File: config.mk
export PLATFORM = sky130hd
export DESIGN_NAME = power_mode_sequencer
export DESIGN_NICKNAME = d
export VERILOG_FILES = /design/src/pms_pkg.sv /design/src/settle_timer.sv /design/src/clock_select_glitchfree.sv /design/src/power_mode_sequencer.sv
export SDC_FILE = /design/constraint.sdc
export NUM_CORES = 1
export LEC_CHECK = 0
export ABC_AREA = 1
export BUFFER_PORTS_ARGS = -buffer_cell sky130_fd_sc_hd__buf_2
export CORE_MARGIN = 2
export CORE_UTILIZATION = 51
export CTS_BUF_LIST = sky130_fd_sc_hd__clkbuf_16
export DETAILED_ROUTE_END_ITERATION = 8
export GPL_TIMING_DRIVEN = 0
export PLACE_DENSITY_LB_ADDON = 0.12
export SLEW_MARGIN = 10
export SYNTH_ARGS = -nofsm -noshare
export SYNTH_HDL_FRONTEND = slang
export SYNTH_HIERARCHICAL = 1
export SYNTH_SLANG_ARGS = --single-unit
File: constraint.sdc
create_clock -name mclk -period 1.7 [get_ports mclk]
set_input_delay 0.425 -clock mclk [delete_from_list [all_inputs] [get_ports mclk]]
set_output_delay 0.425 -clock mclk [all_outputs]
set_load 0.05 [all_outputs]
File: src/pms_pkg.sv
// Shared constants and types for the power-mode sequencer.
package pms_pkg;

    // Clock source select encodings.
    localparam logic [1:0] SRC_PRIMARY   = 2'h0;
    localparam logic [1:0] SRC_SECONDARY = 2'h1;
    localparam int         SRC_UPPER_BIT = 1;

    // Timing, in nanoseconds and in cycles of the 40 ns clock.
    localparam int CLK_PERIOD_NS        = 40;
    localparam int WAKE_PREP_NS         = 2000;
    localparam int INTERNAL_FAST_OSC_SETTLE_NS     = 4000;
    localparam int WAKE_PREP_CYCLES     =
        (WAKE_PREP_NS + CLK_PERIOD_NS - 1) / CLK_PERIOD_NS;
    localparam int INTERNAL_FAST_OSC_SETTLE_CYCLES =
        (INTERNAL_FAST_OSC_SETTLE_NS + CLK_PERIOD_NS - 1) / CLK_PERIOD_NS;

    // Reset values of the oscillator control fields.
    localparam logic [2:0] FREQ_SELECT_RESET = 3'h0;
    localparam logic [1:0] SOURCE_RESET      = 2'h0;

    typedef enum logic [4:0] {
        ST_STARTUP = 5'h01,
        ST_RUN     = 5'h02,
        ST_IDLE    = 5'h04,
        ST_SLEEP   = 5'h08,
        ST_WAKE    = 5'h10
    } mode_state_type;

    // Oscillator control as software writes it.
    typedef struct packed {
        logic       idle_on_sleep;
        logic [2:0] internal_fast_osc_freq_select;
        logic       low_freq_source_select;
        logic [1:0] clock_source_select;
    } osc_control_type;

    // Readiness reported by the oscillators.
    typedef struct packed {
        logic primary_ready;
        logic secondary_ready;
        logic internal_fast_osc_ready;
    } osc_ready_type;

endpackage : pms_pkg

File: src/settle_timer.sv
// Counter that reports when an enable has stood for a number of cycles.
`timescale 1ns/1ps
module settle_timer #(
    parameter int COUNT = 1
) (
    // Clock and reset
    input  wire logic mclk,
    input  wire logic rst,
    // Control
    input  wire logic enable,
    output logic      done
);
    localparam int W = $clog2(COUNT + 1) + 1;
    localparam logic [W-1:0] LAST = W'(COUNT);

    logic [W-1:0] count_reg;

    always_ff @(posedge mclk)
    begin
        if (rst || !enable)
            count_reg <= '0;
        else if (count_reg != LAST)
            count_reg <= count_reg + W'(1);
    end

    assign done = enable && (count_reg == LAST);

endmodule : settle_timer

File: src/clock_select_glitchfree.sv
// Glitch-free choice of the active clock source with ready hand-off.
`timescale 1ns/1ps
module clock_select_glitchfree (
    // Clock and reset
    input  wire logic                   mclk,
    input  wire logic                   rst,
    // Request
    input  wire logic [1:0]             requested_source,
    input  wire pms_pkg::osc_ready_type ready,
    // Result
    output logic [1:0]                  active_source,
    output logic                        switch_pulse
);
    logic [1:0] active_reg;
    logic       target_ready;

    always_comb
    begin
        if (requested_source[pms_pkg::SRC_UPPER_BIT])
            target_ready = ready.internal_fast_osc_ready;
        else if (requested_source == pms_pkg::SRC_SECONDARY)
            target_ready = ready.secondary_ready;
        else
            target_ready = ready.primary_ready;
    end

    // The old source stays in use until the new one is ready.
    always_ff @(posedge mclk)
    begin
        if (rst)
            active_reg <= pms_pkg::SOURCE_RESET;
        else if (requested_source != active_reg && target_ready)
            active_reg <= requested_source;
    end

    assign switch_pulse = (requested_source != active_reg) && target_ready;
    assign active_source = active_reg;

endmodule : clock_select_glitchfree

File: src/power_mode_sequencer.sv
// Power-managed mode sequencer: run, idle, sleep entry and wake exit.
`timescale 1ns/1ps
module power_mode_sequencer #(
    parameter int WAKE_PREP_CYCLES     = pms_pkg::WAKE_PREP_CYCLES,
    parameter int INTERNAL_FAST_OSC_SETTLE_CYCLES = pms_pkg::INTERNAL_FAST_OSC_SETTLE_CYCLES
) (
    // Clock and reset
    input  wire logic                     mclk,
    input  wire logic                     rst,
    // Software control
    input  wire logic                     osc_control_write,
    input  wire pms_pkg::osc_control_type osc_control_wdata,
    output pms_pkg::osc_control_type      osc_control_reg,
    // CPU instructions
    input  wire logic                     sleep_instr,
    input  wire logic                     watchdog_clear_instr,
    // Interrupt sources
    input  wire logic [7:0]               irq_flags,
    input  wire logic [7:0]               irq_enables,
    input  wire logic                     global_irq_enable,
    // Watchdog and clock monitor
    input  wire logic                     watchdog_enable,
    input  wire logic                     watchdog_timeout,
    input  wire logic                     failsafe_enable,
    input  wire logic                     clock_lost,
    // Oscillator status
    input  wire pms_pkg::osc_ready_type   osc_ready,
    // Clock gating and oscillator enables
    output logic                          cpu_clock_on,
    output logic                          periph_clock_on,
    output logic [1:0]                    active_source,
    output logic                          primary_osc_on,
    output logic                          internal_fast_osc_on,
    output logic                          internal_slow_osc_on,
    // Status flags
    output logic                          primary_ready_flag,
    output logic                          internal_fast_osc_stable_flag,
    // CPU and watchdog actions
    output logic                          cpu_hold,
    output logic                          take_irq_vector,
    output logic                          watchdog_reset,
    output logic                          watchdog_clear,
    output pms_pkg::mode_state_type       mode
);
    localparam int WW = $clog2(WAKE_PREP_CYCLES + 1) + 1;
    localparam logic [WW-1:0] WAKE_LAST = WW'(WAKE_PREP_CYCLES);

    pms_pkg::mode_state_type state_reg;
    pms_pkg::osc_control_type ctrl_reg;
    logic [WW-1:0] wake_count_reg;
    logic          wake_by_irq_reg;
    logic          vector_reg;
    logic          wdt_reset_reg;
    logic          wdt_clear_reg;
    logic          prim_ready_reg;
    logic          prim_on_reg;
    logic          irq_pending;
    logic          wake_event;
    logic          low_power;
    logic          internal_fast_osc_request;
    logic          internal_fast_osc_done;
    logic          switch_pulse;
    logic          freq_write;

    // A source only counts when both its flag and its enable are set.
    assign irq_pending = |(irq_flags & irq_enables);
    assign low_power = (state_reg == pms_pkg::ST_IDLE)
                    || (state_reg == pms_pkg::ST_SLEEP);
    assign wake_event = low_power
                     && (irq_pending || watchdog_timeout);
    assign freq_write = osc_control_write
        && osc_control_wdata.internal_fast_osc_freq_select
           != ctrl_reg.internal_fast_osc_freq_select;

    clock_select_glitchfree u_select (
        .mclk             (mclk),
        .rst              (rst),
        .requested_source (ctrl_reg.clock_source_select),
        .ready            (osc_ready),
        .active_source    (active_source),
        .switch_pulse     (switch_pulse)
    );

    // Fast oscillator enable follows the frequency select and the low-frequency source bit.
    assign internal_fast_osc_request = (ctrl_reg.internal_fast_osc_freq_select != 3'h0)
                         || ctrl_reg.low_freq_source_select;

    settle_timer #(
        .COUNT (INTERNAL_FAST_OSC_SETTLE_CYCLES)
    ) u_settle (
        .mclk   (mclk),
        .rst    (rst),
        .enable (internal_fast_osc_request && osc_ready.internal_fast_osc_ready),
        .done   (internal_fast_osc_done)
    );

    // Control bits change only by software; wake leaves them alone.
    always_ff @(posedge mclk)
    begin
        if (rst)
            ctrl_reg <= '{idle_on_sleep:          1'b0,
                          internal_fast_osc_freq_select:     pms_pkg::FREQ_SELECT_RESET,
                          low_freq_source_select: 1'b0,
                          clock_source_select:    pms_pkg::SOURCE_RESET};
        else if (osc_control_write)
            ctrl_reg <= osc_control_wdata;
    end

    // Mode sequencing.
    always_ff @(posedge mclk)
    begin
        if (rst)
            state_reg <= pms_pkg::ST_STARTUP;
        else
        begin
            case (state_reg)
                pms_pkg::ST_STARTUP:
                    if (ctrl_reg.clock_source_select[pms_pkg::SRC_UPPER_BIT]
                        || osc_ready.primary_ready)
                        state_reg <= pms_pkg::ST_RUN;
                pms_pkg::ST_RUN:
                    if (sleep_instr)
                        state_reg <= ctrl_reg.idle_on_sleep
                            ? pms_pkg::ST_IDLE
                            : pms_pkg::ST_SLEEP;
                pms_pkg::ST_IDLE, pms_pkg::ST_SLEEP:
                    if (wake_event)
                        state_reg <= pms_pkg::ST_WAKE;
                pms_pkg::ST_WAKE:
                    if (wake_count_reg == WAKE_LAST)
                        state_reg <= pms_pkg::ST_RUN;
                default:
                    state_reg <= pms_pkg::ST_STARTUP;
            endcase
        end
    end

    // Wake preparation delay counter.
    always_ff @(posedge mclk)
    begin
        if (rst || state_reg != pms_pkg::ST_WAKE)
            wake_count_reg <= '0;
        else if (wake_count_reg != WAKE_LAST)
            wake_count_reg <= wake_count_reg + WW'(1);
    end

    // Remember the wake cause so the vector decision is made at resume.
    always_ff @(posedge mclk)
    begin
        if (rst)
            wake_by_irq_reg <= 1'b0;
        else if (wake_event)
            wake_by_irq_reg <= irq_pending;
    end

    always_ff @(posedge mclk)
    begin
        if (rst)
            vector_reg <= 1'b0;
        else
            vector_reg <= (state_reg == pms_pkg::ST_WAKE)
                && (wake_count_reg == WAKE_LAST)
                && wake_by_irq_reg && global_irq_enable;
    end

    always_ff @(posedge mclk)
    begin
        if (rst)
            wdt_reset_reg <= 1'b0;
        else
            wdt_reset_reg <= (state_reg == pms_pkg::ST_RUN)
                && watchdog_timeout;
    end

    always_ff @(posedge mclk)
    begin
        if (rst)
            wdt_clear_reg <= 1'b0;
        else
            wdt_clear_reg <= (sleep_instr && state_reg == pms_pkg::ST_RUN)
                || watchdog_clear_instr
                || (failsafe_enable && clock_lost)
                || (freq_write && active_source[pms_pkg::SRC_UPPER_BIT]);
    end

    // The primary oscillator is stopped once the internal source is in use.
    always_ff @(posedge mclk)
    begin
        if (rst)
            prim_on_reg <= 1'b1;
        else if (switch_pulse)
            prim_on_reg <= !ctrl_reg.clock_source_select[
                               pms_pkg::SRC_UPPER_BIT];
    end

    // The ready flag sets from the oscillator and clears on internal switch.
    always_ff @(posedge mclk)
    begin
        if (rst)
            prim_ready_reg <= 1'b0;
        else if (switch_pulse
                 && ctrl_reg.clock_source_select[pms_pkg::SRC_UPPER_BIT])
            prim_ready_reg <= 1'b0;
        else if (prim_on_reg && osc_ready.primary_ready
                 && active_source == pms_pkg::SRC_PRIMARY)
            prim_ready_reg <= 1'b1;
    end

    // Gated clocks: peripherals run in Idle even while settling.
    always_ff @(posedge mclk)
    begin
        if (rst)
        begin
            cpu_clock_on    <= 1'b0;
            periph_clock_on <= 1'b0;
        end
        else
        begin
            cpu_clock_on    <= (state_reg == pms_pkg::ST_RUN);
            periph_clock_on <= (state_reg != pms_pkg::ST_SLEEP)
                && (state_reg != pms_pkg::ST_STARTUP);
        end
    end

    // The stable flag follows the settle timer, so it survives sleep.
    always_ff @(posedge mclk)
    begin
        if (rst)
            internal_fast_osc_stable_flag <= 1'b0;
        else
            internal_fast_osc_stable_flag <= internal_fast_osc_done;
    end

    // Nothing but the slow oscillator for the watchdog or fail-safe runs in Sleep.
    assign internal_fast_osc_on = internal_fast_osc_request
        && state_reg != pms_pkg::ST_SLEEP;
    assign internal_slow_osc_on = watchdog_enable || failsafe_enable
        || (active_source[pms_pkg::SRC_UPPER_BIT]
            && state_reg != pms_pkg::ST_SLEEP);
    assign primary_osc_on     = prim_on_reg
        && state_reg != pms_pkg::ST_SLEEP;
    assign primary_ready_flag = prim_ready_reg;
    assign osc_control_reg    = ctrl_reg;
    assign cpu_hold           = state_reg != pms_pkg::ST_RUN;
    assign take_irq_vector    = vector_reg;
    assign watchdog_reset     = wdt_reset_reg;
    assign watchdog_clear     = wdt_clear_reg;
    assign mode               = state_reg;

endmodule : power_mode_sequencer

# ---- After elaboration in Yosys (flattened, before gate mapping)
# Index checks and enable logic that the tools add are counted.
dict set report totals {
  ff_bits 38
  wordCells 86
}
dict set report classes {
  addsub 2
  bitwise 1
  n_mux 8
  eq_ne 20
  reduce_logical 38
}
# operator count
set ops {}
lappend ops {{5-bit 2-to-1 mux} 4}
lappend ops {{5-bit case mux with 4 select lines} 1}
lappend ops {{1-bit logical AND} 19}
lappend ops {{1-bit logical OR} 11}
lappend ops {{8-bit by 1-bit adder with 8-bit output, second input constant} 1}
lappend ops {{8-bit bitwise AND} 1}
lappend ops {{8-bit by 7-bit equality test with 1-bit output, second input constant} 1}
lappend ops {{2-bit != test, second input constant} 4}
lappend ops {{8-bit by 7-bit != test with 1-bit output, second input constant} 1}
lappend ops {{8-bit OR reduction} 1}
lappend ops {{7-bit by 1-bit adder with 7-bit output, second input constant} 1}
lappend ops {{7-bit by 6-bit equality test with 1-bit output, second input constant} 1}
lappend ops {{7-bit by 6-bit != test with 1-bit output, second input constant} 1}
lappend ops {{5-bit by 1-bit equality test with 1-bit output, second input constant} 1}
lappend ops {{5-bit by 2-bit equality test with 1-bit output, second input constant} 1}
lappend ops {{5-bit by 3-bit equality test with 1-bit output, second input constant} 1}
lappend ops {{5-bit by 4-bit equality test with 1-bit output, second input constant} 1}
lappend ops {{5-bit equality test, second input constant} 1}
lappend ops {{5-bit by 1-bit != test with 1-bit output, second input constant} 1}
lappend ops {{5-bit by 2-bit != test with 1-bit output, second input constant} 1}
lappend ops {{5-bit by 4-bit != test with 1-bit output, second input constant} 1}
lappend ops {{5-bit != test, second input constant} 1}
lappend ops {{4-bit 2-to-1 mux} 1}
lappend ops {{4-bit AND reduction} 1}
lappend ops {{8 further kinds} 11}

# ---- Longest topological paths before layout
dict set report depth {
  depth_word 6
  depth_mapped 10
  depth_no_buf 10
}

# ---- Cells and area by module
# Netlist, hierarchy kept.
# module n_inst seq_area_each_um2 cells_each area_per_inst_um2
set modules_own_cells {}
lappend modules_own_cells {power_mode_sequencer 1 560.5 181 1330.0}
lappend modules_own_cells {settle_timer 1 160.2 66 483.0}
lappend modules_own_cells {clock_select_glitchfree 1 40.0 25 148.9}

# ---- Least setup slack after synthesis
# Ideal clock, no wire load.
dict set report synth_path {
  kind {reg-to-output}
  startpoint {register state_reg[4], in the netlist mode[4]}
  endpoint {output port internal_slow_osc_on}
  path_slack_ps -892
  stages_incl_launch_ff 5
  path_buffers 0
  t_arrival_ps 2167
  path_cell_list {dfxtp_1 > inv_1 > nand2_1 > nor3_1 > o21ai_0}
}
dict set report synth_via {
  elab_chain_cells 3
}
# element line
set synth_rtl {}
lappend synth_rtl {{start, declared} power_mode_sequencer.sv:48} ;# pms_pkg::mode_state_type state_reg;
lappend synth_rtl {{start signal, assigned} power_mode_sequencer.sv:113} ;# state_reg <= pms_pkg::ST_STARTUP;
lappend synth_rtl {{start signal, assigned} power_mode_sequencer.sv:120} ;# state_reg <= pms_pkg::ST_RUN;
lappend synth_rtl {{start signal, assigned} power_mode_sequencer.sv:123} ;# state_reg <= ctrl_reg.idle_on_sleep
lappend synth_rtl {{5-bit by 4-bit != test with 1-bit output} power_mode_sequencer.sv:239} ;# && state_reg != pms_pkg::ST_SLEEP);
lappend synth_rtl {{1-bit logical AND} power_mode_sequencer.sv:239}
lappend synth_rtl {{1-bit logical OR} power_mode_sequencer.sv:238} ;# || (active_source[pms_pkg::SRC_UPPER_BIT]
lappend synth_rtl {{end, declared} power_mode_sequencer.sv:34} ;# output logic internal_slow_osc_on,
# Every way passes these cells.

# ---- Worst setup path after layout
# Ends and elaborated chain as after synthesis.

==> impl_metrics.toml <==
[power]
p_per_area_nw_per_um2 = 1130
power_w = 0.00297
p_leak_nw = 1.20
peakVddDrop_mv = 0.502

[cells_and_area]
diodes = 0
multi_input_area_sq_um = 1120
areaGrowthSynthToFinish_pct = 33.9
area.sequential_sq_um = 769
fin_cells = 395
largest_reg_flops = 8
fillers = 302
fin_nets = 386
drive_above_1_share_pct = 33.7

[hold_path]
hold_start = "rst"
hold_path_depth = 2
hold_path_class = "primary input to flip-flop"
min_to = "u_select/active_source[1]"

[detailed_routing]
routed_wl_um = 4090
dr.pass1.iters = 4
routedWlPerCell_um = 10.3
drtIter0Drc = 56
drc = 0
viasPerCell = 4.78
antenna_left = 0
dr_total_vias = 1889

[worst_setup_path]
path_class = "flip-flop to output port"
cp_cell_sequence = "inv_1 > nand2_4 > nor3_4 > buf_12 > o21ai_4 > buf_6"
cp.required_ps = 1270
path_max_fanout = 5
end_kind = "output port"
slowest_stage = "dfxtp_2"
critPathMaxStageDelay_ps = 340
cp_num_buf_inv = 3
worstReg2RegEnd = "u_settle/count_reg[4]"
r2r_setup_slack_ps = 330
crit_family = "buffers and inverters"
regToRegStartpoint = "osc_control_reg[2]"
arrival_ps = 1360
ff2ff_path_depth = 6
crit_start = "mode[4]"
startpoint_type = "flip-flop"

[synth]
async_reset_ff_share_pct = 0
yosysTopAreaCellShare_pct = 38.8
synthTopCellsByCount = "52 x nor2_1, 51 x nand2_1, 38 x dfxtp_1"
syn_nets = 312
synth_cell_types = 29
ys_warn_count = 6
synth_area_leaders = "dfxtp_1 39%, nor2_1 9.9%, nand2_1 9.8%"
syn_area_sq_um = 1960
yosysMostFrequentCell = "nor2_1"
synthFlopType = "dfxtp_1"
ys_ff_latch = 38
yosys.area.top_type = "dfxtp_1"
synthCells = 272
synth-edff-count = 0
syn_avg_cell_area_sq_um = 7.21
seq_area_frac_synth_pct = 38.8

[sta]
slew_viol_final = 0
fin_skew_ps = 6.93
tightest_slew_ps = 438
hold_violations = 0
setup-violations-final = 3
period_needed_ps = 1780
finalCritPeriodShare_pct = 105
layout_setup_ws_ps = -81.3
max_freq_mhz = 561
maxSlewHeadroom_pct = 70.6
rsz0062_at_grt = "true"

[grt]
antenna_found_initial = 0
grt_max_degree = 12
grt_remaining_overflow = 0
grt_pass1_wl_um = 6840
grt_pass1_vias = 1673
grt_util_all_layers_pct = 20.4

[die]
die_h_um = 66.0
ios = 61
num_rows = 22
core_area_sq_um = 3690
start_util_pct = 53.2
chipWidth_um = 66.0
die_area_sq_um = 4360

[clock_tree]
cts_inserted_buffers = 5
cts_num_sinks = 38
htree_num_levels = 2
clock_path_buffers = 2
clk_pin_slew_ps = 60
clk_latency_ps = 280
root_buffer = "clkbuf_16"
hold_buffers = 0
cts_tree = "done"

[placement]
dp_cells = 380
port_buffers = 60
post-place-ws_ps = -2.82
gp_congestion = 0.780
dp_hpwl_um = 3000

[outcome]
violations = "negative setup slack"
outcome = "finished, violations left"

[flow_run]
max-cap-violations = 0
-- per-stage QoR --
stage	util [%]	setup TNS [ps]	cell area, sq um	hold slack, ps
floorplan	-	-1.99	2010	435
global placement	64.2	0	2370	450
detailed placement	64.2	-2.82	2370	457
CTS	70.8	-317	2610	357
global route	71.2	-352	2630	364
finish	71.2	-194	2630	364
-- area by class of cell --
| type | instances | area share, % |
|---|---|---|
| repair buffers | 67 | 14.7 |
| clock inverters | 3 | 0.476 |
| clock buffers | 5 | 4.76 |
| inverters | 32 | 4.57 |
| multi-input cells | 199 | 42.6 |
| plain buffers | 3 | 1.29 |
| flip-flops and latches | 38 | 29.3 |
| well taps | 48 | 2.29 |
-- report_power, final --
group,internal [W],total [W],switching (W)
combinational,0.000338,0.00103,0.000688
sequential,0.000986,0.00107,0.0000852
clock,0.000529,0.000871,0.000342
-- metal layers --
layer | part of all wire [%] | vias to the layer above | global-route usage [%] | routed length, um
met4 | 1.4 | 0 | 9.18 | 59
met5 | 0 | - | 0 | 0
met2 | 46 | 49 | 35.0 | 1890
li1 | - | 1015 | - | -
met3 | 5.3 | 5 | 4.26 | 218
met1 | 47 | 820 | 24.5 | 1920
-- logic make-up after synthesis --
kind of cell | count (synthesis) | synth area share, %
flops | 38 | 38.8
xor+xnor | 11 | 4.91
compound gates | 29 | 8.23
buf+inv | 35 | 7.84
fa+ha+maj | 4 | 2.55
simple gates | 155 | 37.7
-- layout by cell type (no fill, tap or decap), types with 6 or more instances in the layout --
master	instances
a21oi_1	10
buf_2	56
buf_4	7
buf_6	6
dfxtp_1	33
inv_1	30
nand2_1	50
nand2_2	6
nand3_1	17
nor2_1	49
nor2_2	7
nor2_4	9
o21ai_0	11
xor2_1	6
-- repair_timing --
item | 4_1_cts | 5_1_grt
pin swaps | 3 | 2
gates cloned | 0 | 0
endpoints found under the setup margin | 4 | 3
resized for setup | 15 | 0
setup buffers | 5 | 2
-- worst max path at each step --
stage	endpoint	slack [ps]	cells after the start
floorplan	internal_slow_osc_on	-2	2
global placement	internal_fast_osc_on	20	5
detailed placement	internal_fast_osc_on	-3	5
CTS	internal_slow_osc_on	-120	6
global route	internal_slow_osc_on	-140	6
finish	internal_slow_osc_on	-80	6
(Power assumes the default switching activity.)
